<file path="src/rtl/wit_pkg.sv">
package wit_pkg;

   // Register addresses and write keys.
   localparam logic [31:0] WIT_ADDR_COUNT  = 32'hFFFF_FF84;
   localparam logic [31:0] WIT_ADDR_CTRL   = 32'hFFFF_FF86;
   localparam logic [7:0]  WIT_KEY_COUNT   = 8'h5A;
   localparam logic [7:0]  WIT_KEY_CTRL    = 8'hA5;

   // Field positions of watchdog_ctrl_status.
   localparam int WIT_BIT_ENABLE = 7;
   localparam int WIT_BIT_MODE   = 6;
   localparam int WIT_BIT_RSTSEL = 5;
   localparam int WIT_BIT_WDFLAG = 4;
   localparam int WIT_BIT_IVFLAG = 3;
   localparam int WIT_CLKSEL_LSB = 0;

   // Reset values and count marks.
   localparam logic [7:0] WIT_CTRL_RESET  = 8'h00;
   localparam logic [7:0] WIT_COUNT_RESET = 8'h00;
   localparam logic [7:0] WIT_COUNT_MAX   = 8'hFF;
   localparam logic [7:0] WIT_COUNT_REARM = 8'h80;

   // Status pin encodings.
   localparam logic [1:0] WIT_STATUS_RUN   = 2'h0;
   localparam logic [1:0] WIT_STATUS_RESET = 2'h3;

   // Width of the internal reset pulse.
   localparam int           WIT_RST_PULSE_NS  = 320;
   localparam int           WIT_CLK_PERIOD_NS = 20;
   localparam logic [4:0]   WIT_RST_CYCLES    =
      5'((WIT_RST_PULSE_NS + WIT_CLK_PERIOD_NS - 1) / WIT_CLK_PERIOD_NS);

   // Access sizes on the register port.
   typedef enum logic [1:0] {
      WIT_SZ_BYTE = 2'b00,
      WIT_SZ_WORD = 2'b01,
      WIT_SZ_LONG = 2'b10
   } wit_size_t;

   typedef struct packed {
      logic        wr;
      logic        rd;
      wit_size_t   size;
      logic [31:0] addr;
      logic [15:0] wdata;
   } wit_req_t;

   typedef enum logic [2:0] {
      WIT_ST_NORMAL  = 3'b000,
      WIT_ST_STANDBY = 3'b001,
      WIT_ST_SETTLE  = 3'b010,
      WIT_ST_AFTER   = 3'b011,
      WIT_ST_FREQ    = 3'b100,
      WIT_ST_LOCKED  = 3'b101
   } wit_state_t;

endpackage

</file>
<file path="src/rtl/wit_prescaler.sv">
`timescale 1ns/1ps
`default_nettype none

module wit_prescaler import wit_pkg::*; #(
   parameter int DIV_W = 12
) (
   input  wire logic       clk,
   input  wire logic       nrst,
   input  wire logic [2:0] sel,
   output var  logic       tick
);

   logic [DIV_W-1:0] div_count;

   // Mask of low divider bits that must all be ones for one tick.
   function automatic logic [DIV_W-1:0] div_mask(input logic [2:0] s);
      unique case (s)
         3'h0: div_mask = DIV_W'(12'h000);
         3'h1: div_mask = DIV_W'(12'h003);
         3'h2: div_mask = DIV_W'(12'h00F);
         3'h3: div_mask = DIV_W'(12'h01F);
         3'h4: div_mask = DIV_W'(12'h03F);
         3'h5: div_mask = DIV_W'(12'h0FF);
         3'h6: div_mask = DIV_W'(12'h3FF);
         3'h7: div_mask = DIV_W'(12'hFFF);
      endcase
   endfunction

   always_ff @(posedge clk or negedge nrst) begin
      if (!nrst) begin
         div_count <= '0;
      end else begin
         div_count <= div_count + DIV_W'(1);
      end
   end

   // The divider runs free, so a select change mid-count can shorten one period.
   always_ff @(posedge clk or negedge nrst) begin
      if (!nrst) begin
         tick <= 1'b0;
      end else begin
         tick <= ((div_count & div_mask(sel)) == div_mask(sel));
      end
   end

endmodule

`default_nettype wire

</file>
<file path="src/rtl/wit_timer.sv">
// Operation
// - Enable bit 0 freezes the count; 1 lets it advance on count clock (code counts regardless of it in settle, after-settle and frequency states).
// - Mode bit 0 selects interval timer, 1 selects watchdog.
// - In watchdog mode reset select chooses power-on (0) or manual (1).
// - Overflow reset drives reset output low and status pins to reset code.
// - Watchdog flag sets only on overflow in watchdog mode.
// - Interval flag sets only on overflow in interval mode.
// - Clock select divides peripheral clock by 1,4,16,32,64,256,1024,4096.
// - Only word writes with key 5A/A5 in upper byte store low byte.
// - In standby, counting begins on a cancelling interrupt or NMI edge.
// - Settling overflow resumes clocks and leaves the watchdog flag clear.
// - Count continues from 00; at 80 with standby still set, lock standby.
// - Frequency register write stops clock and counts; overflow resumes clocks.
// - After frequency change the counter is set to 00 and stops there while the enable bit is clear.
// - Watchdog overflow sets flag, raises chosen reset, keeps counting.
// - Interval overflow sets flag, requests interrupt, keeps counting.
// - Counter is eight bits, read/write, one step per count clock pulse.
// - Only power-on reset clears control register; own reset keeps it.
`timescale 1ns/1ps
`default_nettype none

module wit_timer import wit_pkg::*; #(
   parameter int         DIV_W      = 12,
   parameter logic [4:0] RST_CYCLES = WIT_RST_CYCLES
) (
   input  wire logic       clk,
   input  wire logic       nrst,
   input  wire wit_req_t   req,
   output var  logic [7:0] rd_data,
   output var  logic       rd_valid,
   input  wire logic       standby_enter,
   input  wire logic       standby_cancel_in,
   input  wire logic       standby_request_bit,
   input  wire logic       freq_write,
   output var  logic       clock_resume,
   output var  logic       standby_reenter,
   output var  logic       standby_locked,
   output var  logic       interval_irq,
   output var  logic       reset_out_n,
   output var  logic       por_req,
   output var  logic       manual_req,
   output var  logic       status_out_0,
   output var  logic       status_out_1
);

   logic [7:0]  watchdog_count;
   logic [7:0]  watchdog_ctrl_status;
   wit_state_t  state;
   wit_state_t  next_state;
   logic        tick;
   logic        cancel_s1;
   logic        cancel_s2;
   logic        cancel_s3;
   logic        cancel_edge;
   logic        wr_count_ok;
   logic        wr_ctrl_ok;
   logic        counting;
   logic        overflow;
   logic        wd_overflow;
   logic        iv_overflow;
   logic [4:0]  rst_timer;

   wire logic       count_enable        = watchdog_ctrl_status[WIT_BIT_ENABLE];
   wire logic       timer_mode_select   = watchdog_ctrl_status[WIT_BIT_MODE];
   wire logic       reset_type_select   = watchdog_ctrl_status[WIT_BIT_RSTSEL];
   wire logic [2:0] count_clock_select  =
      watchdog_ctrl_status[WIT_CLKSEL_LSB +: 3];

   wit_prescaler #(
      .DIV_W (DIV_W)
   ) u_prescaler (
      .clk  (clk),
      .nrst (nrst),
      .sel  (count_clock_select),
      .tick (tick)
   );

   // Cancel source arrives from outside the clock domain.
   always_ff @(posedge clk or negedge nrst) begin
      if (!nrst) begin
         cancel_s1 <= 1'b0;
         cancel_s2 <= 1'b0;
         cancel_s3 <= 1'b0;
      end else begin
         cancel_s1 <= standby_cancel_in;
         cancel_s2 <= cancel_s1;
         cancel_s3 <= cancel_s2;
      end
   end

   assign cancel_edge = cancel_s2 ^ cancel_s3;

   // Wrong size or key is silently dropped; there is no error response.
   assign wr_count_ok = req.wr && (req.size == WIT_SZ_WORD) &&
                        (req.addr == WIT_ADDR_COUNT) &&
                        (req.wdata[15:8] == WIT_KEY_COUNT);
   assign wr_ctrl_ok  = req.wr && (req.size == WIT_SZ_WORD) &&
                        (req.addr == WIT_ADDR_CTRL) &&
                        (req.wdata[15:8] == WIT_KEY_CTRL);

   // Settling and frequency counts run even with the enable bit clear.
   always_comb begin
      unique case (state)
         WIT_ST_NORMAL: counting = count_enable;
         WIT_ST_SETTLE: counting = 1'b1;
         WIT_ST_AFTER:  counting = 1'b1;
         WIT_ST_FREQ:   counting = 1'b1;
         default:       counting = 1'b0;
      endcase
   end

   assign overflow    = counting && tick &&
                        (watchdog_count == WIT_COUNT_MAX);
   assign wd_overflow = overflow && (state == WIT_ST_NORMAL) &&
                        timer_mode_select;
   assign iv_overflow = overflow && (state == WIT_ST_NORMAL) &&
                        !timer_mode_select;

   always_comb begin
      next_state = state;
      unique case (state)
         WIT_ST_NORMAL: begin
            if (freq_write) begin
               next_state = WIT_ST_FREQ;
            end else if (standby_enter) begin
               next_state = WIT_ST_STANDBY;
            end
         end
         WIT_ST_STANDBY: begin
            if (cancel_edge) begin
               next_state = WIT_ST_SETTLE;
            end
         end
         WIT_ST_SETTLE: begin
            if (overflow) begin
               next_state = WIT_ST_AFTER;
            end
         end
         WIT_ST_AFTER: begin
            if (!standby_request_bit) begin
               next_state = WIT_ST_NORMAL;
            end else if (watchdog_count == WIT_COUNT_REARM) begin
               next_state = WIT_ST_LOCKED;
            end
         end
         WIT_ST_FREQ: begin
            if (overflow) begin
               next_state = WIT_ST_NORMAL;
            end
         end
         WIT_ST_LOCKED: begin
            next_state = WIT_ST_LOCKED;
         end
         default: begin
            next_state = WIT_ST_NORMAL;
         end
      endcase
   end

   always_ff @(posedge clk or negedge nrst) begin
      if (!nrst) begin
         state <= WIT_ST_NORMAL;
      end else begin
         state <= next_state;
      end
   end

   // Counter: a keyed write wins over a count step in the same cycle.
   always_ff @(posedge clk or negedge nrst) begin
      if (!nrst) begin
         watchdog_count <= WIT_COUNT_RESET;
      end else if (wr_count_ok) begin
         watchdog_count <= req.wdata[7:0];
      end else if (state == WIT_ST_FREQ && overflow) begin
         watchdog_count <= WIT_COUNT_RESET;
      end else if (counting && tick) begin
         watchdog_count <= watchdog_count + 8'h01;
      end
   end

   // Control register: only nrst clears it, never the overflow reset.
   always_ff @(posedge clk or negedge nrst) begin
      if (!nrst) begin
         watchdog_ctrl_status <= WIT_CTRL_RESET;
      end else begin
         if (wr_ctrl_ok) begin
            watchdog_ctrl_status <= req.wdata[7:0];
         end
         // Hardware set wins over a software clear in the same cycle.
         if (wd_overflow) begin
            watchdog_ctrl_status[WIT_BIT_WDFLAG] <= 1'b1;
         end
         if (iv_overflow) begin
            watchdog_ctrl_status[WIT_BIT_IVFLAG] <= 1'b1;
         end
      end
   end

   // Byte reads return the register one cycle after the request.
   always_ff @(posedge clk or negedge nrst) begin
      if (!nrst) begin
         rd_data  <= 8'h00;
         rd_valid <= 1'b0;
      end else begin
         rd_valid <= req.rd;
         if (req.rd && req.addr == WIT_ADDR_COUNT) begin
            rd_data <= watchdog_count;
         end else if (req.rd && req.addr == WIT_ADDR_CTRL) begin
            rd_data <= watchdog_ctrl_status;
         end else begin
            rd_data <= 8'h00;
         end
      end
   end

   always_ff @(posedge clk or negedge nrst) begin
      if (!nrst) begin
         interval_irq <= 1'b0;
      end else begin
         interval_irq <= iv_overflow;
      end
   end

   always_ff @(posedge clk or negedge nrst) begin
      if (!nrst) begin
         clock_resume <= 1'b0;
      end else begin
         clock_resume <= overflow && ((state == WIT_ST_SETTLE) ||
                         (state == WIT_ST_FREQ));
      end
   end

   always_ff @(posedge clk or negedge nrst) begin
      if (!nrst) begin
         standby_reenter <= 1'b0;
      end else begin
         standby_reenter <= (state == WIT_ST_AFTER) &&
                            (next_state == WIT_ST_LOCKED);
      end
   end

   // Once locked, only the power-on reset pin brings the block back.
   always_ff @(posedge clk or negedge nrst) begin
      if (!nrst) begin
         standby_locked <= 1'b0;
      end else begin
         standby_locked <= (next_state == WIT_ST_LOCKED);
      end
   end

   // Reset pulse lasts RST_CYCLES so the system reset tree can see it.
   always_ff @(posedge clk or negedge nrst) begin
      if (!nrst) begin
         rst_timer <= 5'h00;
      end else if (wd_overflow) begin
         rst_timer <= RST_CYCLES;
      end else if (rst_timer != 5'h00) begin
         rst_timer <= rst_timer - 5'h01;
      end
   end

   always_ff @(posedge clk or negedge nrst) begin
      if (!nrst) begin
         reset_out_n <= 1'b1;
      end else if (wd_overflow) begin
         reset_out_n <= 1'b0;
      end else if (rst_timer == 5'h01) begin
         reset_out_n <= 1'b1;
      end
   end

   // Exactly one of the two requests stands while the pulse is low.
   always_ff @(posedge clk or negedge nrst) begin
      if (!nrst) begin
         por_req    <= 1'b0;
         manual_req <= 1'b0;
      end else if (wd_overflow) begin
         por_req    <= !reset_type_select;
         manual_req <= reset_type_select;
      end else if (rst_timer == 5'h01) begin
         por_req    <= 1'b0;
         manual_req <= 1'b0;
      end
   end

   always_ff @(posedge clk or negedge nrst) begin
      if (!nrst) begin
         status_out_0 <= WIT_STATUS_RUN[0];
         status_out_1 <= WIT_STATUS_RUN[1];
      end else if (wd_overflow) begin
         status_out_0 <= WIT_STATUS_RESET[0];
         status_out_1 <= WIT_STATUS_RESET[1];
      end else if (rst_timer == 5'h01) begin
         status_out_0 <= WIT_STATUS_RUN[0];
         status_out_1 <= WIT_STATUS_RUN[1];
      end
   end

endmodule

`default_nettype wire

</file>
<file path="config.mk">
export PLATFORM = sky130hd
export DESIGN_NAME = wit_timer
export DESIGN_NICKNAME = d
export VERILOG_FILES = /design/src/rtl/wit_pkg.sv /design/src/rtl/wit_prescaler.sv /design/src/rtl/wit_timer.sv
export SDC_FILE = /design/constraint.sdc
export NUM_CORES = 1
export LEC_CHECK = 0
export BUFFER_PORTS_ARGS = -buffer_cell sky130_fd_sc_hd__buf_2
export CORE_MARGIN = 3
export CORE_UTILIZATION = 55
export DETAILED_ROUTE_END_ITERATION = 10
export PLACE_DENSITY = 0.93
export SKIP_LAST_GASP = 1
export SLEW_MARGIN = 15
export SYNTH_ARGS = -nofsm -noshare
export SYNTH_HDL_FRONTEND = slang
export SYNTH_SLANG_ARGS = --single-unit
</file>
<file path="constraint.sdc">
create_clock -name clk -period 5.3 [get_ports clk]
set_input_delay 0.53 -clock clk [delete_from_list [all_inputs] [get_ports clk]]
set_output_delay 0.53 -clock clk [all_outputs]
set_load 0.02 [all_outputs]
</file>
Yosys cells after proc, flatten, opt, wreduce, memory -nomap -nowiden --
Memory sizes are Yosys's and may differ from the RTL's. Index checks and enable logic that the tools add are counted.
Word-level totals: memories 2, flip-flop bits (word level) 57, input bits 58, output and inout port bits 18, bits in read-only memories 192, word-level logic and storage cells 94
Operators by class: eq/ne operators 15, multiplexer cells 25, reduce and logical (&&, ||, !) cells 26, bitwise operators 2, $add $sub $neg 3
Memories:
- (name not given) | depth 8, width 12, rd ports 1, clocked after memory_dff 0, write ports 0, RTL line wit_prescaler.sv:17 | unique case (s)
- (name not given) | depth 8, width 12, rd ports 1, clocked after memory_dff 0, write ports 0, RTL line wit_prescaler.sv:17
Operator list (number):
- == test 32 bit (second input constant) | 2
- 2-to-1 mux 8 bit | 5
- == test 8 bit (second input constant) | 3
- 2-to-1 mux 3 bit | 7
- case mux 3 bit (6 select lines) | 1
- logical AND 1 bit | 15
- 2-to-1 mux 5 bit | 3
- adder 12 x 1 -> 12 bit (second input constant) | 1
- bitwise AND 12 bit | 1
- == test 12 bit | 1
- == test 3 bit (second input constant) | 3
- adder 8 x 1 -> 8 bit (second input constant) | 1
- == test 8 x 7 -> 1 bit (second input constant) | 1
- 2-to-1 mux 1 bit | 8
- nonzero test 2 bit | 4
- == test 3 x 2 -> 1 bit (second input constant) | 2
- == test 5 x 1 -> 1 bit (second input constant) | 1
- nonzero test 5 bit | 1
- subtractor 5 x 1 -> 5 bit (second input constant) | 1
- == test 3 x 1 -> 1 bit (second input constant) | 1
- zero test 3 bit | 1
- nonzero test 3 bit | 1
- OR reduction 3 bit | 1
- == test 2 x 1 -> 1 bit (second input constant) | 1
- other kinds (4) | 5

Logic depth before layout (Yosys ltp) --
word-level depth 9, mapped depth 7, gate-level depth less buffers 7

Hierarchy --
From an unflattened synthesis, not the netlist that was laid out.
Second synthesis, totals: cells, all modules 262, area, all modules 2835.2 µm²
By module, submodules not included:
- wit_timer | area an instance 2254.7 µm², seq. area each 1102.3 µm², cells each 211, instances 1
- wit_prescaler | area an instance 580.6 µm², seq. area each 325.3 µm², cells each 51, instances 1

Least setup slack after synthesis --
Ideal clock, no wire load.
kind input-to-reg, start input port req[16] in the netlist's numbering, end register watchdog_count[0], data required time 5.175 ns, slack 2.814 ns, path buffers 2, cell stages on the path 7, arrival time 2.362 ns, library setup time 0.125 ns, cells stage by stage or4_1 > nor4_1 > and4_1 > clkbuf_2 > and2_1 > buf_4 > mux2_2
On the way: longest elaborated chain between the ends 4, elaborated cells between the ends (all ways) 5, those cells by class eq/ne: 1; mux: 1; reduce/logical: 3
Ends and longest elaborated chain:
- from (decl) | RTL line wit_timer.sv:28 | input wire wit_req_t req,
- == test 32 bit (*) | RTL line wit_timer.sv:95 | (req.addr == WIT_ADDR_COUNT) &&
- logical AND 1 bit (*) | RTL line wit_timer.sv:94 | assign wr_count_ok = req.wr && (req.size == WIT_SZ_WORD) &&
- logical AND 1 bit (*) | RTL line wit_timer.sv:95
- nonzero test 3 bit (no source line) or 2-to-1 mux 8 bit (tied branches)
- to (signal assigned) | RTL line wit_timer.sv:173 | watchdog_count <= req.wdata[7:0];
- to (signal assigned) | RTL line wit_timer.sv:177 | watchdog_count <= watchdog_count + 8'h01;
- to (decl) | RTL line wit_timer.sv:46 | logic [7:0] watchdog_count;
Every way passes the cells marked *; elsewhere a longest branch is shown, timed or not. A chain may end at the register's enable or synchronous reset.

Final worst setup path --
start register state[0], end register rst_timer[0]
On the way: longest elaborated chain between the ends 8, elaborated cells between the ends (all ways) 12, those cells by class eq/ne: 3; mux: 2; reduce/logical: 7
Ends and longest elaborated chain:
- from (decl) | RTL line wit_timer.sv:48 | wit_state_t state;
- from (signal assigned) | RTL line wit_timer.sv:164 | state <= next_state;
- == test 3 bit or == test 3 x 2 -> 1 bit (tied branches) | RTL line wit_timer.sv:103 | unique case (state)
- OR reduction 3 bit (no source line)
- case mux 1 bit (2 select lines) | RTL line wit_timer.sv:103
- logical AND 1 bit (2 in a row) | RTL line wit_timer.sv:112 | assign overflow = counting && tick &&
- logical AND 1 bit (*) (2 in a row) | RTL line wit_timer.sv:114 | assign wd_overflow = overflow && (state == WIT_ST_NORMAL) &&
- 2-to-1 mux 5 bit or nonzero test 2 bit (tied branches)
- to (signal assigned) | RTL line wit_timer.sv:258 | rst_timer <= rst_timer - 5'h01;
- to (decl) | RTL line wit_timer.sv:61 | logic [4:0] rst_timer;
Marked as above.

==> results.py <==
metrics = {
    "timing": {
        "setup_viol": 0,
        "final.setup_skew_ns": 0.00506,
        "final.setup.tns_ns": 0,
        "worstMarginPinSlew_ns": 1.03,
        "max_clock_freq_mhz": 384,
        "slew_viol_final": 0,
        "fin_crit_ns": 2.60,
        "grt_setup_unrepaired": "false",
        "finalHoldViolCount": 0,
        "relSlewSlack": 0.309,
        "fin_crit_sh": 0.491,
    },
    "logic_synthesis": {
        "synth_fp_nets": 333,
        "yosys.cell_count.top_type": "dfrtp_1",
        "synth_warnings": 0,
        "synth_area_mm2": 0.00283,
        "synth.distinct_cells": 50,
        "synth_top_area_frac": 0.495,
        "syn_inst": 269,
        "yosys.area.top_type": "dfrtp_1",
        "yosys-top-cells-count": "56 x dfrtp_1, 25 x nor2_1, 22 x nand2_1",
        "synthFlopType": "dfrtp_1",
        "synthArstFlopShare": 1.00,
        "yosysSeqAreaShare": 0.504,
        "synth-seq-cells": 57,
        "avgSynthCellArea_um2": 10.5,
        "synth-edff-count": 0,
        "synthTopCellsByArea": "dfrtp_1 49%, mux2_2 5.2%, mux2i_1 3.5%",
    },
    "clock_network": {
        "clockBufferDepth": 2,
        "root_buffer": "clkbuf_8",
        "cts_tree": "done",
        "post_cts_buffers": 0,
        "htree_levels": 3,
        "cts_hold_buf": 0,
        "cts_resized": 0,
        "cts.reportedPaths.clkPinSlew_ns": 0.06,
        "insertion_delay_ns": 0.33,
        "clock_sinks": 57,
        "cts_made_buffers": 9,
    },
    "placement": {
        "placedCellCount": 402,
        "gp_congestion": 0.858,
        "place_area_mm2": 0.00323,
        "dp.final_hpwl_mm": 4.76,
        "port_buffers": 75,
    },
    "worst_setup_path": {
        "crit_fanout": 10,
        "timing.rr.end": "rst_timer[0]",
        "startpoint_type": "flip-flop",
        "r2r_setup_slack_ns": 2.70,
        "required_ns": 5.48,
        "rr_startpoint": "state[0]",
        "rr_worst_depth": 5,
        "cp_data_arrival_time_ns": 2.78,
        "end_kind": "flip-flop",
        "crit_type": "reg -> reg",
    },
    "global_routing": {
        "gr-usage-met2": 0.380,
        "top_usage_layer": "met2",
        "use_met3": 0.0568,
        "grt_pass1_wl_mm": 10.9,
        "use_met1": 0.286,
        "grt_antenna_before_repair": 0,
        "grt_usage": 0.231,
        "grt_overflow": 0,
        "grt_pass1_vias": 2367,
        "grt_start_max_net_pins": 58,
    },
    "min_path": {
        "whs_path_depth": 1,
        "hp-class": "in -> reg",
        "min-delay-start": "standby_cancel_in",
        "holdPathEnd": "cancel_s1",
    },
    "die": {
        "rows": 25,
        "fp.dieW_um": 77.8,
        "die_area_mm2": 0.00605,
        "start_util": 0.584,
        "die_h_um": 77.8,
        "core_mm2": 0.00485,
        "boundaryPins": 76,
    },
    "final_layout": {
        "n_antenna_cell": 0,
        "drive_gt1_frac": 0.313,
        "fin_area_mm2": 0.00344,
        "fin_nets": 410,
        "nFillCells": 345,
        "area_growth_pct": 21.6,
        "seqCellArea_mm2": 0.00143,
        "instances_no_fill": 418,
        "multi_input_area_mm2": 0.00129,
    },
    "routing": {
        "postRouteAntennaNets": 0,
        "via_per_inst": 5.52,
        "drt-initial-drc-count": 105,
        "drt-total-wl_mm": 6.35,
        "dr.pass1.iters": 5,
        "routed-via-count": 2307,
        "remaining_drc_errors": 0,
        "post_drt_wl_per_cell_um": 15.2,
    },
    "power": {
        "power_density_mw_per_mm2": 325,
        "ir_drop_mv": 0.280,
        "leakage_nw": 1.71,
    },
    "status": {
        "status": "completed",
    },
    "run": {
        "cap_viol_max_count": 0,
    },
}
[worst max path at each step]
stage              from                end  slack [ns]  cells past startpoint
5_1_grt        state[0]       rst_timer[1]        2.42                      5
3_5_place_dp    req[16]  watchdog_count[7]        2.45                      6
4_1_cts        state[0]       rst_timer[2]        2.66                      5
3_3_place_gp    req[16]  watchdog_count[7]        2.53                      6
2_1_floorplan   req[16]  watchdog_count[0]        2.81                      7
6_report       state[0]       rst_timer[0]        2.70                      5
[state kept, by name, indices dropped and copies added (netlist names), 3 cells and up]
register / cells
rd_data: 8
rst_timer: 5
state: 3
u_prescaler.div_count: 12
watchdog_count: 8
watchdog_ctrl_status: 8
[cell families after synthesis]
kind of cell	after synthesis	share of synthesized area
muxes	23	0.0870
and+or+nand+nor	112	0.216
adders and majority gates	6	0.0265
xor gates and xnor gates	17	0.0526
buffers and inverters	23	0.0406
AOI/OAI and AO/OA	31	0.0729
DFF	57	0.504
[power breakdown]
| part | switching (mW) | internal, mW |
|---|---|---|
| combinational | 0.0866 | 0.0887 |
| clock | 0.166 | 0.262 |
| sequential | 0.0522 | 0.464 |
[area by class of cell]
cell class / count / area share
repair buffers: 76 / 0.111
well taps: 67 / 0.0243
inverters: 13 / 0.0142
clock inverters: 6 / 0.0240
multi-input cells: 189 / 0.375
flip-flops and latches: 57 / 0.415
clock buffers: 10 / 0.0371
[layout by cell type (no fill, tap or decap), types with 2 or more instances in the layout]
| master | Yosys | routed |
|---|---|---|
| mux2_2 | 13 | 13 |
| ha_1 | 6 | 6 |
| nand2_1 | 22 | 22 |
| nand3b_1 | 2 | 2 |
| nor4_1 | 5 | 5 |
| xnor2_1 | 11 | 11 |
| bufinv_16 | 0 | 2 |
| and3_1 | 2 | 2 |
| buf_2 | 1 | 75 |
| inv_1 | 13 | 13 |
| and4_1 | 7 | 7 |
| clkbuf_8 | 0 | 9 |
| o21ai_0 | 10 | 10 |
| and2_1 | 2 | 2 |
| or4_4 | 2 | 2 |
| nand3_1 | 14 | 14 |
| clkinv_2 | 0 | 3 |
| mux2i_1 | 10 | 10 |
| a22o_1 | 3 | 3 |
| nor2_1 | 25 | 25 |
| dfrtp_1 | 56 | 56 |
| nor3_1 | 8 | 8 |
| nor3b_1 | 4 | 4 |
| a21oi_1 | 5 | 5 |
| nand4bb_1 | 2 | 2 |
| o211ai_1 | 3 | 3 |
| nand4_1 | 8 | 8 |
| xor2_1 | 6 | 6 |
[per-layer routing]
layer	share of wire	wire [um]
met4	0.027	173
met2	0.48	3060
met1	0.43	2730
met5	0	0
met3	0.060	384
[stage by stage]
step           worst slack [ns]  power (mW)   util  hold WS (ns)
2_1_floorplan              2.81       0.636      -         0.234
3_3_place_gp               2.53       0.683  0.667         0.335
3_5_place_dp               2.45       0.692  0.667         0.343
4_1_cts                    2.66        1.12  0.710         0.298
5_1_grt                    2.42        1.17  0.710         0.292
6_report                   2.70        1.12  0.710         0.307
[critical path, stage by stage, from the launching register on]
cell and delay [ns]:
dfrtp_1 0.48, or2_4 0.31, o21a_1 0.20, or4_4 0.55, nor4_1 0.80, nor2_1 0.11
No activity file was read; power rests on OpenSTA's default activity.
